==> config.mk <==
export PLATFORM = sky130hd
export DESIGN_NAME = irq_prio_resolver
export DESIGN_NICKNAME = d
export VERILOG_FILES = /design/src/common/irq_prio_pkg.sv /design/src/rtl/irq_prio_resolver.sv
export SDC_FILE = /design/constraint.sdc
export NUM_CORES = 1
export LEC_CHECK = 0
export ABC_AREA = 1
export BUFFER_PORTS_ARGS = -buffer_cell sky130_fd_sc_hd__buf_2
export CORE_ASPECT_RATIO = 1.4
export CORE_MARGIN = 4
export CORE_UTILIZATION = 55
export CTS_CLUSTER_SIZE = 24
export DETAILED_ROUTE_END_ITERATION = 10
export GPL_ROUTABILITY_DRIVEN = 0
export GPL_TIMING_DRIVEN = 0
export PLACE_DENSITY = 0.9
export SETUP_SLACK_MARGIN = 0.2
export SLEW_MARGIN = 25
export SYNTH_ARGS = -nofsm -noshare
export SYNTH_HDL_FRONTEND = slang
export SYNTH_SLANG_ARGS = --single-unit
==> constraint.sdc <==
create_clock -name pclk -period 1.9 [get_ports pclk]
set_clock_uncertainty 0.15 [all_clocks]
set_input_delay 0.19 -clock pclk [delete_from_list [all_inputs] [get_ports pclk]]
set_output_delay 0.19 -clock pclk [all_outputs]
set_load 0.03 [all_outputs]
==> src/common/irq_prio_pkg.sv <==
/*
 * Shared constants for the two-level interrupt priority resolver:
 * register offsets, field positions, reset values and the source count.
 * Assumes a 32-bit APB slave with word-aligned registers.
 */
package irq_prio_pkg;

    // Number of peripheral sources, one vector each
    localparam int unsigned NUM_SRC    = 16;
    localparam int unsigned VEC_W      = 4;

    // Register byte offsets
    localparam logic [11:0] main_interrupt_control_off = 12'h000;
    localparam logic [11:0] flag_off                   = 12'h004;
    localparam logic [11:0] enable_off                 = 12'h008;
    localparam logic [11:0] source_priority_select_off = 12'h00c;
    localparam logic [11:0] service_state_off          = 12'h010;
    localparam logic [11:0] event_status_off           = 12'h014;
    localparam logic [11:0] event_mask_off             = 12'h018;

    // Fields of main_interrupt_control
    localparam int unsigned GIE_BIT         = 0;  // Global enable, both levels
    localparam int unsigned LOW_EN_BIT      = 1;  // low_level_global_enable
    localparam int unsigned LEVELS_EN_BIT   = 2;  // priority_levels_enable
    localparam int unsigned VECTOR_MODE_BIT = 3;  // vectored_mode_enable

    // Event status bit positions
    localparam int unsigned EV_HIGH    = 0;  // High-level service started
    localparam int unsigned EV_LOW     = 1;  // Low-level service started
    localparam int unsigned EV_RET     = 2;  // Return taken
    localparam int unsigned EV_W       = 3;

    // Reset values
    localparam logic [3:0]         CTRL_RST = 4'h0;
    localparam logic [NUM_SRC-1:0] SRC_RST  = '0;

endpackage : irq_prio_pkg

==> src/rtl/irq_prio_resolver.sv <==
/*
 * Two-level interrupt priority resolver with APB register access.
 * Holds the source flags, enables and level selects, the control word,
 * the service nesting state, the vector offer to the core and a small
 * sticky event status with its mask and one level interrupt output.
 * Assumes request pulses from peripherals in the pclk domain, and a core
 * that fetches a vector on vector_ack and signals return on return_pulse.
 * Assumes the core pulses return_pulse once per routine, in nesting order,
 * and never takes a vector while irq_vector_valid is low.
 */
`timescale 1ns/1ps
module irq_prio_resolver
    import irq_prio_pkg::*;
(
    input  wire logic               pclk,
    input  wire logic               presetn,
    input  wire logic               psel,
    input  wire logic               penable,
    input  wire logic               pwrite,
    input  wire logic [11:0]        paddr,
    input  wire logic [31:0]        pwdata,
    output logic      [31:0]        prdata,
    output logic                    pready,
    output logic                    pslverr,
    input  wire logic [NUM_SRC-1:0] src_event,
    output logic                    irq_req,
    output logic                    irq_high,
    output logic      [VEC_W-1:0]   irq_vector,
    output logic                    irq_vector_valid,
    input  wire logic               vector_ack,
    input  wire logic               return_pulse,
    output logic                    irq
);

    // Nesting follows the context states: main, low, high, and high over a
    // running low. Only one vector is offered at a time; the core takes it
    // with vector_ack while irq_vector_valid stands. A return pops one
    // level. Without levels every source is high, so nothing nests and
    // only the main and high contexts are ever used.

    // Service nesting state
    typedef enum logic [1:0] {
        st_main,
        st_low,
        st_high,
        st_high_over_low
    } svc_state_t;

    // Registers written by software
    logic [3:0]         ctrl_q;       // main_interrupt_control
    logic [NUM_SRC-1:0] flag_q;       // Per-source flags
    logic [NUM_SRC-1:0] en_q;         // Per-source enables
    logic [NUM_SRC-1:0] prio_q;       // source_priority_select
    logic [EV_W-1:0]    ev_q;         // Sticky event status
    logic [EV_W-1:0]    ev_mask_q;    // Event mask
    // Service tracking and the offer to the core
    svc_state_t         state_q;      // Nesting state
    svc_state_t         state_d;
    logic [VEC_W-1:0]   vec_q;        // Registered vector
    logic               vec_hi_q;     // Registered level of vector
    logic               vec_valid_q;  // Vector valid
    // Bus side
    logic [31:0]        prdata_q;     // Read data

    // Lowest set bit index; scans from the top so the lowest set bit is
    // written last. An empty vector gives 0, so callers gate with a valid.
    function automatic logic [VEC_W-1:0] first_set(input logic [NUM_SRC-1:0] v);
        logic [VEC_W-1:0] idx;
        idx = '0;
        for (int i = NUM_SRC - 1; i >= 0; i--) begin
            if (v[i]) begin
                idx = VEC_W'(i);
            end
        end
        return idx;
    endfunction : first_set

    // Zero-extend a per-source word to the bus width
    function automatic logic [31:0] pad_src(input logic [NUM_SRC-1:0] v);
        return {{(32-NUM_SRC){1'b0}}, v};
    endfunction : pad_src

    // Control fields
    wire gie         = ctrl_q[GIE_BIT];          // Global enable, both levels
    wire low_en      = ctrl_q[LOW_EN_BIT];       // low_level_global_enable
    wire levels_en   = ctrl_q[LEVELS_EN_BIT];    // priority_levels_enable
    wire vector_mode = ctrl_q[VECTOR_MODE_BIT];  // vectored_mode_enable

    // Bus decode
    // Access phase strobes; pready is always high, so writes land here
    wire acc        = psel & penable;
    wire wr         = acc & pwrite;
    // Word offset hits; any other address is refused with pslverr
    wire hit_ctrl   = (paddr == main_interrupt_control_off);
    wire hit_flag   = (paddr == flag_off);
    wire hit_en     = (paddr == enable_off);
    wire hit_prio   = (paddr == source_priority_select_off);
    wire hit_state  = (paddr == service_state_off);
    wire hit_ev     = (paddr == event_status_off);
    wire hit_evm    = (paddr == event_mask_off);
    wire hit_any    = hit_ctrl | hit_flag | hit_en | hit_prio | hit_state | hit_ev | hit_evm;

    // Pending enabled requests split by level; without levels all count as high
    // A cleared low enable only hides waiting lows; a running low is kept by state
    wire [NUM_SRC-1:0] pend     = flag_q & en_q;
    wire [NUM_SRC-1:0] pend_hi  = levels_en ? (pend & prio_q) : pend;
    wire [NUM_SRC-1:0] pend_lo  = levels_en ? (pend & ~prio_q) : '0;
    wire               any_hi   = gie & (|pend_hi);
    wire               any_lo   = gie & low_en & (|pend_lo);

    // Eligibility depends on nesting: equal level never preempts
    // A high may enter from main or over a running low, never over a high
    // A low may enter only from main, and only when no high wants in
    wire in_high    = (state_q == st_high) || (state_q == st_high_over_low);
    wire take_hi    = any_hi & ~in_high;
    wire take_lo    = any_lo & (state_q == st_main) & ~take_hi;
    wire take_any   = take_hi | take_lo;

    // Vectored mode resolves by lowest vector, level first
    wire [VEC_W-1:0] sel_vec = take_hi ? first_set(pend_hi) : first_set(pend_lo);

    // Next nesting state
    // A taken high over a running low pushes one level; a return pops one
    // Acks that meet no standing offer are ignored
    always_comb begin
        state_d = state_q;
        case (state_q)
            st_main: begin
                // Single level uses st_high only
                // The level comes from the offer that the core took
                if (vector_ack && vec_valid_q) begin
                    state_d = vec_hi_q ? st_high : st_low;
                end
            end
            st_low: begin
                // Only a high vector can be taken here
                if (vector_ack && vec_valid_q && vec_hi_q) begin
                    state_d = st_high_over_low;
                end else if (return_pulse) begin
                    state_d = st_main;
                end
            end
            st_high: begin
                // Back to main; pending highs then win over waiting lows
                if (return_pulse) begin
                    state_d = st_main;
                end
            end
            st_high_over_low: begin
                // Resume low even if its enable cleared
                // The low context comes back, not a fresh offer
                if (return_pulse) begin
                    state_d = st_low;
                end
            end
            default: begin
                // Unused code, recover to main
                state_d = st_main;
            end
        endcase
    end

    // Nesting state register
    // Reset returns to the main context
    always_ff @(posedge pclk or negedge presetn) begin
        if (!presetn) begin
            state_q <= st_main;
        end else begin
            state_q <= state_d;
        end
    end

    // Offered vector; dropped if request vanishes or is taken
    // The offer is re-ranked every cycle until the core takes it, so a
    // high arriving late replaces a standing low offer before the ack.
    // On the ack edge the offer drops; the next offer waits one cycle so
    // that it is ranked against the new nesting state and, in vectored mode, the cleared flag.
    always_ff @(posedge pclk or negedge presetn) begin
        if (!presetn) begin
            // Nothing offered after reset
            vec_q       <= '0;
            vec_hi_q    <= 1'b0;
            vec_valid_q <= 1'b0;
        end else if (vector_ack && vec_valid_q) begin
            // Taken: withdraw, keep vector and level for the state update
            vec_valid_q <= 1'b0;
        end else begin
            // Re-rank; polled mode leaves the search to software
            vec_valid_q <= take_any;
            vec_q       <= vector_mode ? sel_vec : '0;
            vec_hi_q    <= take_hi;
        end
    end

    // Flag set by event wins over clear; acked vector clears its flag in vectored mode
    // In polled mode the routine clears its own flag
    wire [NUM_SRC-1:0] ack_clr = (vector_ack && vec_valid_q && vector_mode) ? (NUM_SRC'(1) << vec_q) : '0;
    // Software write loads the word: zeros clear, ones set
    wire [NUM_SRC-1:0] sw_clr  = (wr && hit_flag) ? ~pwdata[NUM_SRC-1:0] : '0;
    wire [NUM_SRC-1:0] sw_set  = (wr && hit_flag) ? pwdata[NUM_SRC-1:0] : '0;

    // Source flags
    always_ff @(posedge pclk or negedge presetn) begin
        if (!presetn) begin
            flag_q <= SRC_RST;
        end else begin
            // Event set has the last word
            flag_q <= ((flag_q & ~sw_clr & ~ack_clr) | sw_set) | src_event;
        end
    end

    // Control and configuration registers
    // Unmapped and read-only offsets are ignored on write
    always_ff @(posedge pclk or negedge presetn) begin
        if (!presetn) begin
            ctrl_q    <= CTRL_RST;
            en_q      <= SRC_RST;
            prio_q    <= SRC_RST;
            ev_mask_q <= '0;
        end else if (wr) begin
            // One register per write; the offer re-ranks next cycle
            if (hit_ctrl) begin
                ctrl_q <= pwdata[3:0];
            end else if (hit_en) begin
                en_q <= pwdata[NUM_SRC-1:0];
            end else if (hit_prio) begin
                prio_q <= pwdata[NUM_SRC-1:0];
            end else if (hit_evm) begin
                ev_mask_q <= pwdata[EV_W-1:0];
            end
        end
    end

    // Service events; set wins over write-one-to-clear
    // Bit order, top down: return, low taken, high taken
    wire           acked  = vector_ack & vec_valid_q;
    wire [EV_W-1:0] ev_set = {return_pulse, acked & ~vec_hi_q, acked & vec_hi_q};
    wire [EV_W-1:0] ev_clr = (wr && hit_ev) ? pwdata[EV_W-1:0] : '0;

    // Sticky event status
    always_ff @(posedge pclk or negedge presetn) begin
        if (!presetn) begin
            ev_q <= '0;
        end else begin
            // Write-one-to-clear; an event in the same cycle wins
            ev_q <= (ev_q & ~ev_clr) | ev_set;
        end
    end

    // Read mux: one register per word offset, zero elsewhere
    logic [31:0] rd_mux;                 // Value of the addressed register
    always_comb begin
        rd_mux = 32'h0000_0000;
        if (hit_ctrl) begin
            rd_mux = {28'h000_0000, ctrl_q};
        end else if (hit_flag) begin
            rd_mux = pad_src(flag_q);
        end else if (hit_en) begin
            rd_mux = pad_src(en_q);
        end else if (hit_prio) begin
            rd_mux = pad_src(prio_q);
        end else if (hit_state) begin
            rd_mux = {30'h0, state_q};
        end else if (hit_ev) begin
            rd_mux = {29'h0, ev_q};
        end else if (hit_evm) begin
            rd_mux = {29'h0, ev_mask_q};
        end
    end

    // Read data register, loaded in setup cycle
    // Held through the access phase and until the next read setup
    // Writes leave it alone, so a read result stays visible
    always_ff @(posedge pclk or negedge presetn) begin
        if (!presetn) begin
            prdata_q <= 32'h00000000;
        end else if (psel && !penable && !pwrite) begin
            prdata_q <= rd_mux;
        end
    end

    // Outputs
    // Zero wait states: every access ends after one access cycle
    // The offer and its level come straight from flip-flops
    assign prdata           = prdata_q;
    assign pready           = 1'b1;
    assign pslverr          = acc & ~hit_any;
    assign irq_req          = vec_valid_q;
    assign irq_high         = vec_hi_q;
    assign irq_vector       = vec_q;
    assign irq_vector_valid = vec_valid_q;
    assign irq              = |(ev_q & ev_mask_q);

endmodule : irq_prio_resolver

==> results.sh <==
export IMPL_internal_power_uw=2780
export IMPL_final_cell_mix="nand2_1, buf_2, dfrtp_1"
export IMPL_p_per_area_mw_per_mm2=601
export IMPL_areaGrowthSynthToFinish_pct=29.9
export IMPL_drt_first_pass_iters=11
export IMPL_die_area_mm2=0.0103
export IMPL_routedWlPerCell_um=17.9
export IMPL_wirelength_um=15500
export IMPL_grt_pass1_wl_um=24700
export IMPL_tightestPinTransition_ns=0.792
export IMPL_synthDistinctLibCells=47
export IMPL_vdd_drop_max_mv=0.541
export IMPL_netlist_area_mm2=0.00482
export IMPL_synth_edf_count=0
export IMPL_postLayoutCoreUtil_pct=73.1
export IMPL_clock_sinks=82
export IMPL_yosysWarnings=0
export IMPL_slew_violations=0
export IMPL_grt_pass1_vias=5105
export IMPL_nets=823
export IMPL_io_pins=109
export IMPL_insertion_delay_ns=0.35
export IMPL_leakage_uw=0.00308
export IMPL_synth_compound_area_share_pct=20.1
export IMPL_htreeDepth=3
export IMPL_n_antenna_cell=0
export IMPL_grt_total_usage_pct=30.7
export IMPL_fillCellCount=560
export IMPL_ys_ff_latch=82
export IMPL_drc=1
export IMPL_die_h_um=119
export IMPL_power_switching_uw=977
export IMPL_ant_nets=0
export IMPL_start_util_pct=56.3
export IMPL_die_width_um=87.1
export IMPL_place_area_mm2=0.00544
export IMPL_hold_violations=0
export IMPL_muxShareOfSynthArea_pct=3.27
export IMPL_layout_drive_gt1_share_pct=28.3
export IMPL_synthFlopType="dfrtp_1"
export IMPL_clock_path_buffers=2
export IMPL_swShare_pct=26.0
export IMPL_pwr_share_clk_pct=44.3
export IMPL_fin_crit_ns=2.12
export IMPL_cts_tree="yes"
export IMPL_crit_type="flop to flop"
export IMPL_arrival_ns=2.22
export IMPL_via_count=5098
export IMPL_required_ns=2.00
export IMPL_preCtsSetupSlack_ns=-0.154
export IMPL_fin_ws_ns=-0.217
export IMPL_start_kind="flop"
export IMPL_rows=40
export IMPL_setup_viol=11
export IMPL_yosysSeqAreaShare_pct=42.6
export IMPL_cp_end_kind="flop"
export IMPL_postSynth_asyncResetShare_pct=100
export IMPL_relSlewSlack_pct=46.9
export IMPL_postSynthAreaPerCell_um2=7.84
export IMPL_violations="design-rule violations, negative setup slack"
export IMPL_syn_inst=614
export IMPL_synth_top_family_by_area="simple AND/OR/NAND/NOR gates"
export IMPL_drt_iter0_drc=630
export IMPL_synthSimpleGateAreaFrac_pct=21.9
export IMPL_hpwl_um=10300
export IMPL_rsz0062_at_grt="true"
export IMPL_core_mm2=0.00856
export IMPL_final_area_mm2=0.00625
export IMPL_drv_cap=0
export IMPL_numPortBuffers=75
export IMPL_timing_fmax_mhz=472
export IMPL_grt_max_degree=46
export IMPL_cts_root_buffer="clkbuf_16"
export IMPL_via_per_inst=5.89
export IMPL_globalRoute_totalOverflow=0
export IMPL_synthXorXnorAreaFrac_pct=0
export IMPL_synthAdderAreaFrac_pct=0
export IMPL_p_seq_share_pct=46.9
export IMPL_period_share_pct=111
export IMPL_antenna_found_initial=0
export IMPL_final_common_cell="nand2_1"
export IMPL_total_power_uw=3760
export IMPL_power_frac_comb_pct=8.9
export IMPL_path_clk_slew_ns=0.07
export IMPL_status="finished with violations"
export IMPL_worstHoldPathType="primary input to flop"
export IMPL_numCtsBuffers=9
export IMPL_cp_max_fo=10
-- registers in the layout (all words and copies together), names as in the netlist --
name        flops
en_q           16
flag_q         16
prdata         16
prio_q         16
ctrl_q          4
irq_vector      4
ev_mask_q       3
ev_q            3
state_q         2
irq_high        1
irq_req         1
-- Yosys cell counts (9+ instances only) --
cell	instances	area (um2)
buf_4	18	135
inv_1	82	308
mux2_2	13	146
nand2_1	162	608
nor2_1	23	86.3
o21ai_1	19	95.1
nand3_1	16	80.1
dfrtp_1	82	2050
o21ai_0	48	240
o211ai_1	9	67.6
a21oi_1	40	200
nor3_1	19	95.1
-- power groups by stage --
stage / sequential (uW) / clock [uW] / combinational, uW
2_1_floorplan: 1800 / 0 / 137
3_3_place_gp: 1790 / 0 / 252
3_5_place_dp: 1790 / 0 / 268
4_1_cts: 1760 / 1640 / 321
5_1_grt: 1760 / 1730 / 363
6_report: 1760 / 1660 / 333
-- per-layer routing --
metal / track usage, % / share of wire (%) / vias up
li1: - / - / 2279
met2: 50.3 / 49 / 406
met3: 7.60 / 10 / 133
met1: 33.4 / 33 / 2280
met5: 0 / 0 / -
met4: 22.4 / 8.0 / 0
-- cells by family after synthesis --
logic type,after synthesis
compound gates,150
buf+inv,124
flops,82
mux,14
other cells,2
simple gates,242
-- path summary, 6_finish.rpt --
kind / startpoint / to / slack, ns / cells after the start
max: ctrl_q[2] / irq_vector[0] / -0.22 / 15
min: pwdata[3] / flag_q[3] / 0.01 / 3
max reg2reg: ctrl_q[2] / irq_vector[0] / -0.22 / 15
min reg2reg: prdata[14] / prdata[14] / 0.33 / 1
max in group asynchronous: presetn / en_q[12] / 0.80 / 3
min in group asynchronous: presetn / prdata[3] / 0.21 / 2
-- critical path: stages (launching register included) --
cell     delay (ns)
dfrtp_1        0.38
buf_6          0.16
inv_8          0.06
buf_6          0.16
nor3_1         0.34
inv_1          0.11
nand2_1        0.09
nand2_1        0.06
nand2_1        0.07
nand2_1        0.06
nand2_1        0.07
nand2_2        0.06
nand2_1        0.06
nand2_1        0.05
nand3_1        0.07
nand2_1        0.05
-- through the flow --
| step | TNS (ns) | hold slack [ns] | std cells |
|---|---|---|---|
| after CTS | -0.0452 | 0.00640 | 862 |
| after floorplan | 0 | -0.256 | 629 |
| after global placement | -6.90 | 0.241 | 809 |
| after detailed placement | -1.92 | 0.0417 | 810 |
| final | -0.993 | 0.0136 | 866 |
| after global routing | -3.31 | 0.0563 | 866 |
-- timing repair --
item / 4_1_cts / 5_1_grt
hold buffers: 30 / 0
buffers inserted: 5 / 4
resized for setup: 11 / 32
endpoints found under the hold margin: 61 / 0
gates cloned: 1 / 0
endpoints found under the setup margin: 24 / 60
pin swaps: 4 / 5
-- area by class of cell --
type                    instances  area (um2)  area share (%)
repair buffers                116         778            12.4
plain buffers                  35         248            3.96
flip-flops and latches         82        2050            32.8
clock buffers                   9         225            3.60
inverters                      89         342            5.46
well taps                     105         131            2.10
clock inverters                 7        56.3           0.900
multi-input cells             423        2420            38.7
Note: power is estimated with default switching activity, not from simulation.
